<file path="src/common/supervisor_defines.svh">
// constants for the supply supervisor and watchdog: timing counts and the ms-to-ticks conversion
// assumes a 100 MHz system clock and a prescaled internal tick
// Notes on behaviour
// - reset low while supply below threshold
// - reset held a further pulse after recovery
// - active-high reset is complement of reset
// - power-fail warning low when sense below reference
// - chip-select passes through when supply good
// - chip-select forced high when supply low
// - supply-low output follows threshold, no stretch
// - missing toggle for timeout gives reset pulse
// - reset pulses repeat each timeout without toggle
// - watchdog expiry drives timeout output low
// - timeout output low until next toggle
// - floating toggle input disables watchdog entirely
// - main-active output low while main above cell
// - backup mode when main below cell
// - source switching uses hysteresis comparator pair
// - timeout output forced high on low supply
// - watchdog restarts at end of every reset
// - below cell, warning forced low
`ifndef SUPERVISOR_DEFINES_SVH
`define SUPERVISOR_DEFINES_SVH
`define CLK_PERIOD_NS     10
`define TICK_PERIOD_NS    100000
`define TICK_DIV          (`TICK_PERIOD_NS / `CLK_PERIOD_NS)
`define WDOG_TIMEOUT_MS   1600
`define RST_PULSE_MS      50
`define RST_PULSE_LONG_MS 200
`define MS_TO_TICKS(ms)   ((ms) * 1000000 / `TICK_PERIOD_NS)
`endif

</file>
<file path="src/common/supervisor_pkg.sv">
// types for the supply supervisor and watchdog
// assumes the defines header is compiled alongside
package supervisor_pkg;
  // digitised comparator results
  typedef struct packed {
    logic supply_ok;     // main supply above reset threshold
    logic pf_above;      // sense input above reference
    logic main_above_hi; // main above cell by the rising margin
    logic main_above_lo; // main above cell by the falling margin
  } sense_t;
  // reset sequencer states
  typedef enum logic [1:0] {ST_LOW, ST_PULSE, ST_RUN} rst_state_t;
endpackage

</file>
<file path="src/hdl/tick_counter.sv">
// loadable down counter that fires when it reaches zero on a tick
// assumes tick is a single-cycle pulse on the same clock
`timescale 1ns/1ps
module tick_counter #(
  parameter int W = 24
) (
  input  wire logic         clk,
  input  wire logic         rst_n,
  input  wire logic         load,     // reload to start value
  input  wire logic [W-1:0] start,    // value loaded
  input  wire logic         tick,     // count enable pulse
  output logic              done      // count reached zero
);
  logic [W-1:0] cnt_q;                // remaining ticks
  logic [W-1:0] cnt_d;

  // next count: load wins, else decrement on tick
  always_comb begin
    cnt_d = cnt_q;
    if (load) begin
      cnt_d = start;
    end else if (tick && cnt_q != '0) begin
      cnt_d = cnt_q - W'(1);
    end
  end

  // count register
  always_ff @(posedge clk or negedge rst_n) begin
    if (!rst_n) begin
      cnt_q <= '0;
    end else begin
      cnt_q <= cnt_d;
    end
  end

  assign done = (cnt_q == '0);
endmodule

</file>
<file path="src/hdl/supply_supervisor_watchdog.sv">
// supply supervisor: reset generator, watchdog, chip-select gate, switchover
// assumes comparator results arrive as asynchronous digital levels
`timescale 1ns/1ps
`include "supervisor_defines.svh"
module supply_supervisor_watchdog #(
  parameter bit LONG_PULSE   = 1'b0,                            // 200 ms variant
  parameter int TICK_DIV     = `TICK_DIV,                       // clocks per tick
  parameter int WDOG_TICKS   = `MS_TO_TICKS(`WDOG_TIMEOUT_MS),  // timeout in ticks
  parameter int PULSE_TICKS  = LONG_PULSE ? `MS_TO_TICKS(`RST_PULSE_LONG_MS)
                                          : `MS_TO_TICKS(`RST_PULSE_MS)
) (
  input  wire logic CLK_SYS,
  input  wire logic RST_N,
  input  wire logic SUPPLY_OK,           // threshold comparator, high = good
  input  wire logic PF_ABOVE,            // power-fail comparator, high = above
  input  wire logic MAIN_ABOVE_HI,       // main exceeds cell by rising margin
  input  wire logic MAIN_ABOVE_LO,       // main exceeds cell by falling margin
  input  wire logic WATCHDOG_TOGGLE_IN,  // processor toggle line
  input  wire logic WDI_FLOATING,        // floating detector on toggle line
  input  wire logic CHIP_SELECT_IN_N,    // chip-select from decode
  output logic      RESET_N,             // active-low processor reset
  output logic      RESET,               // active-high reset
  output logic      POWER_FAIL_WARN_N,   // warning to processor nmi
  output logic      CHIP_SELECT_OUT_N,   // gated chip-select
  output logic      SUPPLY_LOW_N,        // low-supply indicator
  output logic      WATCHDOG_TIMEOUT_OUT_N, // watchdog expiry flag
  output logic      MAIN_SUPPLY_ACTIVE_N,   // pass transistor drive
  output logic      BACKUP_SELECT       // backed supply taken from cell
);
  import supervisor_pkg::*;

  localparam int CW = 24;                // counter width

  // elaboration check: counts must fit the prescaler and the counters
  if (TICK_DIV < 1 || TICK_DIV > 65536 || WDOG_TICKS < 2 || PULSE_TICKS < 1 ||
      WDOG_TICKS >= (1 << CW) || PULSE_TICKS >= (1 << CW)) begin : g_bad_timing
    $error("supervisor timing parameters out of range");
  end

  // two-flop synchronisers for every outside level
  logic [6:0] s1_q, s2_q;
  always_ff @(posedge CLK_SYS or negedge RST_N) begin
    if (!RST_N) begin
      s1_q <= 7'h00;
      s2_q <= 7'h00;
    end else begin
      s1_q <= {SUPPLY_OK, PF_ABOVE, MAIN_ABOVE_HI, MAIN_ABOVE_LO,
               WATCHDOG_TOGGLE_IN, WDI_FLOATING, CHIP_SELECT_IN_N};
      s2_q <= s1_q;
    end
  end

  sense_t sense;                         // synchronised comparator set
  logic   wdi_s, wdi_float_s, cs_in_s;   // synchronised logic inputs
  assign sense       = sense_t'(s2_q[6:3]);
  assign wdi_s       = s2_q[2];
  assign wdi_float_s = s2_q[1];
  assign cs_in_s     = s2_q[0];

  // prescaler producing the internal oscillator tick
  logic [15:0] pre_q, pre_d;
  logic        tick;
  always_comb begin
    tick  = (pre_q == 16'(TICK_DIV - 1));
    pre_d = tick ? 16'h0000 : pre_q + 16'h0001;
  end
  always_ff @(posedge CLK_SYS or negedge RST_N) begin
    if (!RST_N) begin
      pre_q <= 16'h0000;
    end else begin
      pre_q <= pre_d;
    end
  end

  // toggle edge detect on the synchronised level
  logic wdi_prev_q, wdi_edge;
  always_ff @(posedge CLK_SYS or negedge RST_N) begin
    if (!RST_N) begin
      wdi_prev_q <= 1'b0;
    end else begin
      wdi_prev_q <= wdi_s;
    end
  end
  assign wdi_edge = wdi_s ^ wdi_prev_q;

  // separate counters on the shared tick: reset pulse width and watchdog timeout
  logic st_load_p, pulse_done;
  logic wd_load, wd_done;
  tick_counter #(.W(CW)) u_pulse (
    .clk   (CLK_SYS),
    .rst_n (RST_N),
    .load  (st_load_p),
    .start (CW'(PULSE_TICKS)),
    .tick  (tick),
    .done  (pulse_done)
  );
  tick_counter #(.W(CW)) u_wdog (
    .clk   (CLK_SYS),
    .rst_n (RST_N),
    .load  (wd_load),
    .start (CW'(WDOG_TICKS)),
    .tick  (tick),
    .done  (wd_done)
  );

  // reset sequencer state and watchdog flag
  rst_state_t st_q, st_d;
  logic       wdo_n_q, wdo_n_d;
  logic       wd_expire;
  always_comb begin
    st_d      = st_q;
    wdo_n_d   = wdo_n_q;
    st_load_p = 1'b0;
    wd_expire = (st_q == ST_RUN) && wd_done && !wdi_float_s;
    // restart timer at end of pulse, on every toggle, or while idle
    wd_load   = (st_q != ST_RUN) || wdi_edge || wd_expire;
    case (st_q)
      ST_LOW: begin
        if (sense.supply_ok) begin     // supply back: start hold pulse
          st_d      = ST_PULSE;
          st_load_p = 1'b1;
        end
      end
      ST_PULSE: begin
        if (!sense.supply_ok) begin
          st_d = ST_LOW;
        end else if (pulse_done) begin
          st_d = ST_RUN;
        end
      end
      ST_RUN: begin
        if (!sense.supply_ok) begin
          st_d = ST_LOW;
        end else if (wd_expire) begin
          st_d      = ST_PULSE;
          st_load_p = 1'b1;
        end
      end
      default: st_d = ST_LOW;
    endcase
    // timeout flag: low on expiry, high on toggle or low supply
    if (!sense.supply_ok) begin
      wdo_n_d = 1'b1;
    end else if (wd_expire) begin
      wdo_n_d = 1'b0;
    end else if (wdi_edge) begin
      wdo_n_d = 1'b1;
    end
  end
  always_ff @(posedge CLK_SYS or negedge RST_N) begin
    if (!RST_N) begin
      st_q    <= ST_LOW;
      wdo_n_q <= 1'b1;
    end else begin
      st_q    <= st_d;
      wdo_n_q <= wdo_n_d;
    end
  end

  // switchover hysteresis: rise at high margin, fall at low margin
  logic on_main_q, on_main_d;
  always_comb begin
    on_main_d = on_main_q;
    if (sense.main_above_hi) begin
      on_main_d = 1'b1;
    end else if (!sense.main_above_lo) begin
      on_main_d = 1'b0;
    end
  end
  always_ff @(posedge CLK_SYS or negedge RST_N) begin
    if (!RST_N) begin
      on_main_q <= 1'b0;
    end else begin
      on_main_q <= on_main_d;
    end
  end

  // registered pin outputs
  logic rst_n_d, pfw_n_d, cs_out_d;
  always_comb begin
    rst_n_d  = (st_d == ST_RUN);
    pfw_n_d  = on_main_d && sense.pf_above;
    cs_out_d = sense.supply_ok ? cs_in_s : 1'b1;
  end
  always_ff @(posedge CLK_SYS or negedge RST_N) begin
    if (!RST_N) begin
      RESET_N                <= 1'b0;
      RESET                  <= 1'b1;
      POWER_FAIL_WARN_N      <= 1'b0;
      CHIP_SELECT_OUT_N      <= 1'b1;
      SUPPLY_LOW_N           <= 1'b0;
      WATCHDOG_TIMEOUT_OUT_N <= 1'b1;
      MAIN_SUPPLY_ACTIVE_N   <= 1'b1;
      BACKUP_SELECT          <= 1'b1;
    end else begin
      RESET_N                <= rst_n_d;
      RESET                  <= !rst_n_d;
      POWER_FAIL_WARN_N      <= pfw_n_d;
      CHIP_SELECT_OUT_N      <= cs_out_d;
      SUPPLY_LOW_N           <= sense.supply_ok;
      WATCHDOG_TIMEOUT_OUT_N <= wdo_n_d;
      MAIN_SUPPLY_ACTIVE_N   <= !on_main_d;
      BACKUP_SELECT          <= !on_main_d;
    end
  end
endmodule

</file>
<file path="config.mk">
export PLATFORM = sky130hd
export DESIGN_NAME = supply_supervisor_watchdog
export DESIGN_NICKNAME = d
export VERILOG_FILES = /design/src/common/supervisor_pkg.sv /design/src/hdl/tick_counter.sv /design/src/hdl/supply_supervisor_watchdog.sv
export VERILOG_INCLUDE_DIRS = /design/src /design/src/common
export SDC_FILE = /design/constraint.sdc
export NUM_CORES = 1
export LEC_CHECK = 0
export BUFFER_PORTS_ARGS = -buffer_cell sky130_fd_sc_hd__buf_4
export CAP_MARGIN = 5
export CORE_ASPECT_RATIO = 1.5
export CORE_MARGIN = 8
export CORE_UTILIZATION = 45
export CTS_BUF_LIST = sky130_fd_sc_hd__clkbuf_8
export DETAILED_ROUTE_END_ITERATION = 8
export PLACE_DENSITY = 0.64
export SLEW_MARGIN = 40
export SYNTH_ARGS = -nofsm -noshare
export SYNTH_HDL_FRONTEND = slang
export SYNTH_SLANG_ARGS = --single-unit
</file>
<file path="constraint.sdc">
create_clock -name CLK_SYS -period 3.4 [get_ports CLK_SYS]
set_input_delay 0.34 -clock CLK_SYS [delete_from_list [all_inputs] [get_ports CLK_SYS]]
set_output_delay 0.34 -clock CLK_SYS [all_outputs]
set_load 0.05 [all_outputs]
</file>
==> results of run 1 <==
-- state kept, by name, indices dropped and copies added, names as in the netlist, 2 cells and up --
register and flops:
pre_q 16, s1_q 7, s2_q 7, st_q 2, u_pulse.cnt_q 24, u_wdog.cnt_q 24
-- area by class of cell --
class                      count  area, sq um  area share [%]
clock buffer                  10          138            2.93
clock inverter                 6         83.8            1.79
inverter                      13         48.8            1.04
multi-input combinational    292         1890            40.2
sequential                    89         2230            47.6
tap                          112          140            2.99
timing repair buffer          21          161            3.44
-- report_power, final --
| group | internal (W) | total [W] | leakage, nW | switching [W] |
|---|---|---|---|---|
| Sequential | 0.00107 | 0.00108 | 1.11 | 0.00000480 |
| Combinational | 0.0000149 | 0.0000584 | 0.654 | 0.0000435 |
| Clock | 0.000430 | 0.000803 | 0.110 | 0.000373 |
-- cells by family after synthesis --
family | after synthesis | synth area share [%]
compound gates | 84 | 13.2
buf+inv | 29 | 2.75
mux | 3 | 0.711
flops | 89 | 52.8
fa+ha+maj | 4 | 1.18
xor+xnor | 22 | 4.56
simple gates | 179 | 24.8
-- placed cells by master, fill, tap and decap left out, types with 3 or more instances in the layout --
| cell | instances |
|---|---|
| nor4_1 | 15 |
| nand4_1 | 7 |
| dfrtp_1 | 85 |
| inv_1 | 14 |
| nor3_1 | 7 |
| nand2_1 | 14 |
| a21oi_1 | 23 |
| o21ai_0 | 15 |
| buf_4 | 20 |
| xnor2_1 | 8 |
| or3_1 | 21 |
| o21a_1 | 3 |
| or4_1 | 22 |
| and2_1 | 3 |
| mux2i_1 | 3 |
| xor2_1 | 14 |
| and3_1 | 5 |
| or2_2 | 8 |
| o211ai_1 | 7 |
| o31ai_1 | 11 |
| ha_1 | 4 |
| o2111ai_1 | 4 |
| nand2b_1 | 7 |
| nand3_1 | 20 |
| dfstp_2 | 4 |
| a211oi_1 | 3 |
| o41ai_1 | 4 |
| nor2_1 | 31 |
| clkbuf_8 | 10 |
-- stage by stage --
step | instances | setup slack, ps | total power, W | instance area [sq um] | util (%)
after global placement | 527 | 600 | 0.00116 | 4460 | 48.4
after detailed placement | 527 | 502 | 0.00116 | 4460 | 48.5
after floorplan | 410 | 867 | 0.00112 | 4230 | -
after CTS | 543 | 483 | 0.00196 | 4680 | 50.9
final | 543 | 501 | 0.00194 | 4690 | 51.0
after global routing | 543 | 299 | 0.00201 | 4690 | 51.0
-- worst reg2reg max path: cells and delay by family (launching register included) --
kind	cells	cell delay (ps)
simple gates	3	1730
flops	1	410
compound gates	2	600
-- routing by layer --
| layer | vias up | share of wire [%] | track usage, % |
|---|---|---|---|
| met3 | 22 | 2.3 | 2.56 |
| met2 | 48 | 54 | 26.3 |
| met4 | 0 | 2.8 | 8.81 |
| li1 | 1560 | - | - |
| met1 | 1640 | 41 | 17.9 |
| met5 | - | 0 | 0 |
-- path summary, 6_finish.rpt --
kind,endpoint,slack [ps],depth (start not counted)
worst max-delay path,u_pulse.cnt_q[13]$_DFFE_PN0P_,500,5
worst min-delay path,s2_q[0]$_DFF_PN0_,-8,1
worst max register to register,u_pulse.cnt_q[13]$_DFFE_PN0P_,500,5
worst min register to register,s2_q[1]$_DFF_PN0_,350,0
max in group asynchronous,WATCHDOG_TIMEOUT_OUT_N$_DFFE_PN1P_,2670,2
min in group CLK_SYS,s1_q[4]$_DFF_PN0_,80,1
==> impl_metrics.ini, run 1 <==
[status]
status = finished with violations
failed_checks = negative hold slack

[cts]
post_cts_buffers = 0
h-tree-depth = 3
cts_tree = built
clock_latency_ps = 360
hold_buffers = 0
cts_buffer_depth = 2
cts.reportedPaths.clkPinSlew_ps = 80
cts_buffers = 9
clock-sinks = 89
postCtsResizedCells = 0
cts-root-buf = clkbuf_8

[sta]
grt_setup_unrepaired = no
hold_viol = 5
timing.final.crit_share_pct = 85.3
timing.final.crit_period_ps = 2900
fin_skew_ps = 9.81
drv_slew = 0
max_freq_ghz = 0.345
tightest_slew_ps = 782
whs_ps = -7.71
setup_viol = 0
max-slew-margin-rel_pct = 47.4
setup_tns_ps = 0

[logic_synthesis]
syn_inst = 410
synth_top_area_share_pct = 50.3
yosysMostFrequentCell = dfrtp_1
ys_ff_latch = 89
avgSynthCellArea_sq_um = 10.3
netlist_area_sq_um = 4230
ys_top_cells_by_area = dfrtp_1 50%, or4_1 3.9%, or3_1 3.1%, xor2_1 2.9%, a21oi_1 2.8%
yosysUniqueCellTypes = 55
synth_warnings = 0
synthFlopType = dfrtp_1
yosysSeqAreaShare_pct = 52.8
syn_nets = 423
synth_edf_count = 0
ys_top_cells_by_count = 85 x dfrtp_1, 31 x nor2_1, 24 x a21oi_1
synthArstFlopShare_pct = 100
yosys.area.top_type = dfrtp_1

[detailed_routing]
wirelength_microns = 9240
vias_per_cell = 6.02
first_pass_iters = 5
drtIter0Drc = 162
antenna_left = 0
drc = 0
num_vias = 3270
wl_per_cell_microns = 17.0

[floorplanning]
fp-row-count = 43
coreArea_sq_um = 9200
initial_core_util_pct = 45.9
die_height_microns = 135
die_area_sq_um = 12800
ioPinCount = 17
die_w_microns = 95.1

[cells_and_area]
fin_nets = 439
antenna_cells = 0
fill_cells = 849
drive_above_1_share_pct = 13.7
area_growth_pct = 11.0

[worst_setup_path]
worstPathMaxFanout = 16
worst_path_max_delay_cell = or4_1
arrival_ps = 3100
end_kind = register
cpLargestDelayFamily = simple AND/OR/NAND/NOR gates
cpPeakStageDelay_ps = 620
worstSetupStartpoint = u_wdog.cnt_q[14]$_DFFE_PN0P_
required_ps = 3600
critPathBufInv = 0
reg2reg_from = u_wdog.cnt_q[14]$_DFFE_PN0P_
path_cells = or4_1, or3_1, o32a_1, nor2_2, a2111oi_0
start_kind = register
criticalPathCategory = register to register

[power_and_ir_drop]
pwr_density_cell_nw_per_um2 = 413
vdd_ir_drop_max_mv = 0.211
p_leak_nw = 1.87

[grt]
antenna_found_initial = 0
grt_pass1_wl_microns = 15800
grt_overflow_total = 0
grt_pass1_vias = 3289
grt_start_max_net_pins = 76
grt_usage_pct = 15.6

[run]
cap_violations = 0

[placed_design]
hpwlAfterDp_microns = 6350
portBuffers = 16
gp_congestion = 0.815

[worst_hold_path]
hp-class = input port to asynchronous set/reset pin
No activity file was read; power rests on OpenSTA's default activity.
==> run 2, diff against run 1 <==
CORE_ASPECT_RATIO = unset   (was 1.5)
==> impl_metrics.ini, run 2 (same netlist as run 1, synthesis figures left out) <==
[cts]
cts.reportedPaths.clkPinSlew_ps = 90
cts_buffer_depth = 2
cts_buffers = 9
h-tree-depth = 3
clock_latency_ps = 350
cts-root-buf = clkbuf_8
cts_tree = built
postCtsResizedCells = 0
clock-sinks = 89

[sta]
grt_setup_unrepaired = no
timing.final.crit_period_ps = 2740
setup_tns_ps = 0
fin_skew_ps = 6.79
whs_ps = 85.5
setup_slack_ps = 665
setup_viol = 0
max-slew-margin-rel_pct = 54.5
tightest_slew_ps = 676
timing.final.crit_share_pct = 80.4
max_freq_ghz = 0.366
hold_viol = 0
drv_slew = 0

[detailed_routing]
drtIter0Drc = 139
wirelength_microns = 8650
num_vias = 3245
vias_per_cell = 5.94
first_pass_iters = 4
wl_per_cell_microns = 15.8
drc = 0
antenna_left = 0

[worst_setup_path]
r2r_end = u_wdog.cnt_q[15]$_DFFE_PN0P_
r2r_slack_ps = 660
worstSetupStartpoint = u_wdog.cnt_q[0]$_DFFE_PN0P_
reg2reg_from = u_wdog.cnt_q[0]$_DFFE_PN0P_
r2r_cells = 7
criticalPathCategory = register to register
start_kind = register
arrival_ps = 2980
worstPathMaxFanout = 17
required_ps = 3650
end_kind = register

[cells_and_area]
drive_above_1_share_pct = 14.5
fill_cells = 849
layout_commonest_cell = dfrtp_1
antenna_cells = 0
fin_nets = 443
final_cell_mix = 85 x dfrtp_1, 31 x nor2_1, 24 x buf_4, 23 x a21oi_1, 22 x or4_1
post-route-util_pct = 51.3
area_growth_pct = 11.7
reg_top3 = u_pulse.cnt_q (24), u_wdog.cnt_q (24), pre_q (16)

[floorplanning]
ioPinCount = 17
coreArea_sq_um = 9200
die_height_microns = 113
initial_core_util_pct = 46.0
fp-row-count = 35
die_area_sq_um = 12700
die_w_microns = 113

[placed_design]
hpwlAfterDp_microns = 6040
portBuffers = 16
gp_congestion = 0.779
pre_cts_slack_ps = 728

[power_and_ir_drop]
p_total_w = 0.00194
vdd_ir_drop_max_mv = 0.450
pwr_density_cell_nw_per_um2 = 411
p_leak_nw = 1.88

[status]
status = finished, final reports clean

[grt]
grt_pass1_vias = 3212
grt_usage_pct = 14.4
grt_pass1_wl_microns = 15000
grt_start_max_net_pins = 38
antenna_found_initial = 0
grt_overflow_total = 0

[worst_hold_path]
hp-class = input port to register
hold_path_startpoint = WATCHDOG_TOGGLE_IN
min_path_cells = 1
holdPathEnd = s1_q[2]$_DFF_PN0_

[run]
cap_violations = 0
[run 2: power by group]
group / total (W) / leakage, nW / switching (W) / internal [W]
registers: 0.00108 / 1.11 / 0.00000507 / 0.00107
logic: 0.0000604 / 0.672 / 0.0000437 / 0.0000167
clock network: 0.000801 / 0.102 / 0.000382 / 0.000419
[run 2: critical path: stages (launching register included)]
cell and delay [ps]:
dfrtp_1 420, inv_1 90, ha_1 130, or4b_1 510
nor4_1 610, a21o_1 590, or4_1 210, nand2_1 50
[run 2: final cells by class]
| cell class | count | area (sq um) | area share, % |
|---|---|---|---|
| flip-flops and latches | 89 | 2230 | 47.3 |
| multi-input cells | 292 | 1890 | 40.0 |
| repair buffers | 25 | 190 | 4.03 |
| well taps | 111 | 139 | 2.94 |
| clock buffers | 9 | 124 | 2.62 |
| clock inverters | 7 | 100 | 2.12 |
| inverters | 13 | 48.8 | 1.03 |
[run 2: metal layers]
metal  GRT usage, %  share of wire (%)  routed length [microns]
met1           17.9                 48                     4160
met2           23.7                 47                     4040
met3           3.83                3.9                      339
met4           4.62                1.2                      107
met5              0                  0                        0
[run 2: how the worst max path moves through the flow]
stage                                          endpoint  slack [ps]  cells after the start
after global placement     u_wdog.cnt_q[14]$_DFFE_PN0P_         770                      5
after CTS                 u_pulse.cnt_q[22]$_DFFE_PN0P_         710                      5
after floorplan            u_wdog.cnt_q[14]$_DFFE_PN0P_         870                      6
after global routing        u_wdog.cnt_q[2]$_DFFE_PN0P_         420                      7
final                      u_wdog.cnt_q[15]$_DFFE_PN0P_         660                      7
after detailed placement  u_pulse.cnt_q[22]$_DFFE_PN0P_         730                      5
[run 2: what timing repair did]
| item | CTS | global route |
|---|---|---|
| hold buffers | 1 | 0 |
| endpoints found under the setup margin | 0 | 0 |
| endpoints found under the hold margin | 22 | 0 |
| buffers inserted | 0 | 0 |
[run 2: stage by stage]
stage,std cells,cell area (sq um)
3_5_place_dp,529,4480
3_3_place_gp,529,4480
4_1_cts,546,4710
5_1_grt,546,4720
2_1_floorplan,410,4230
6_report,546,4720
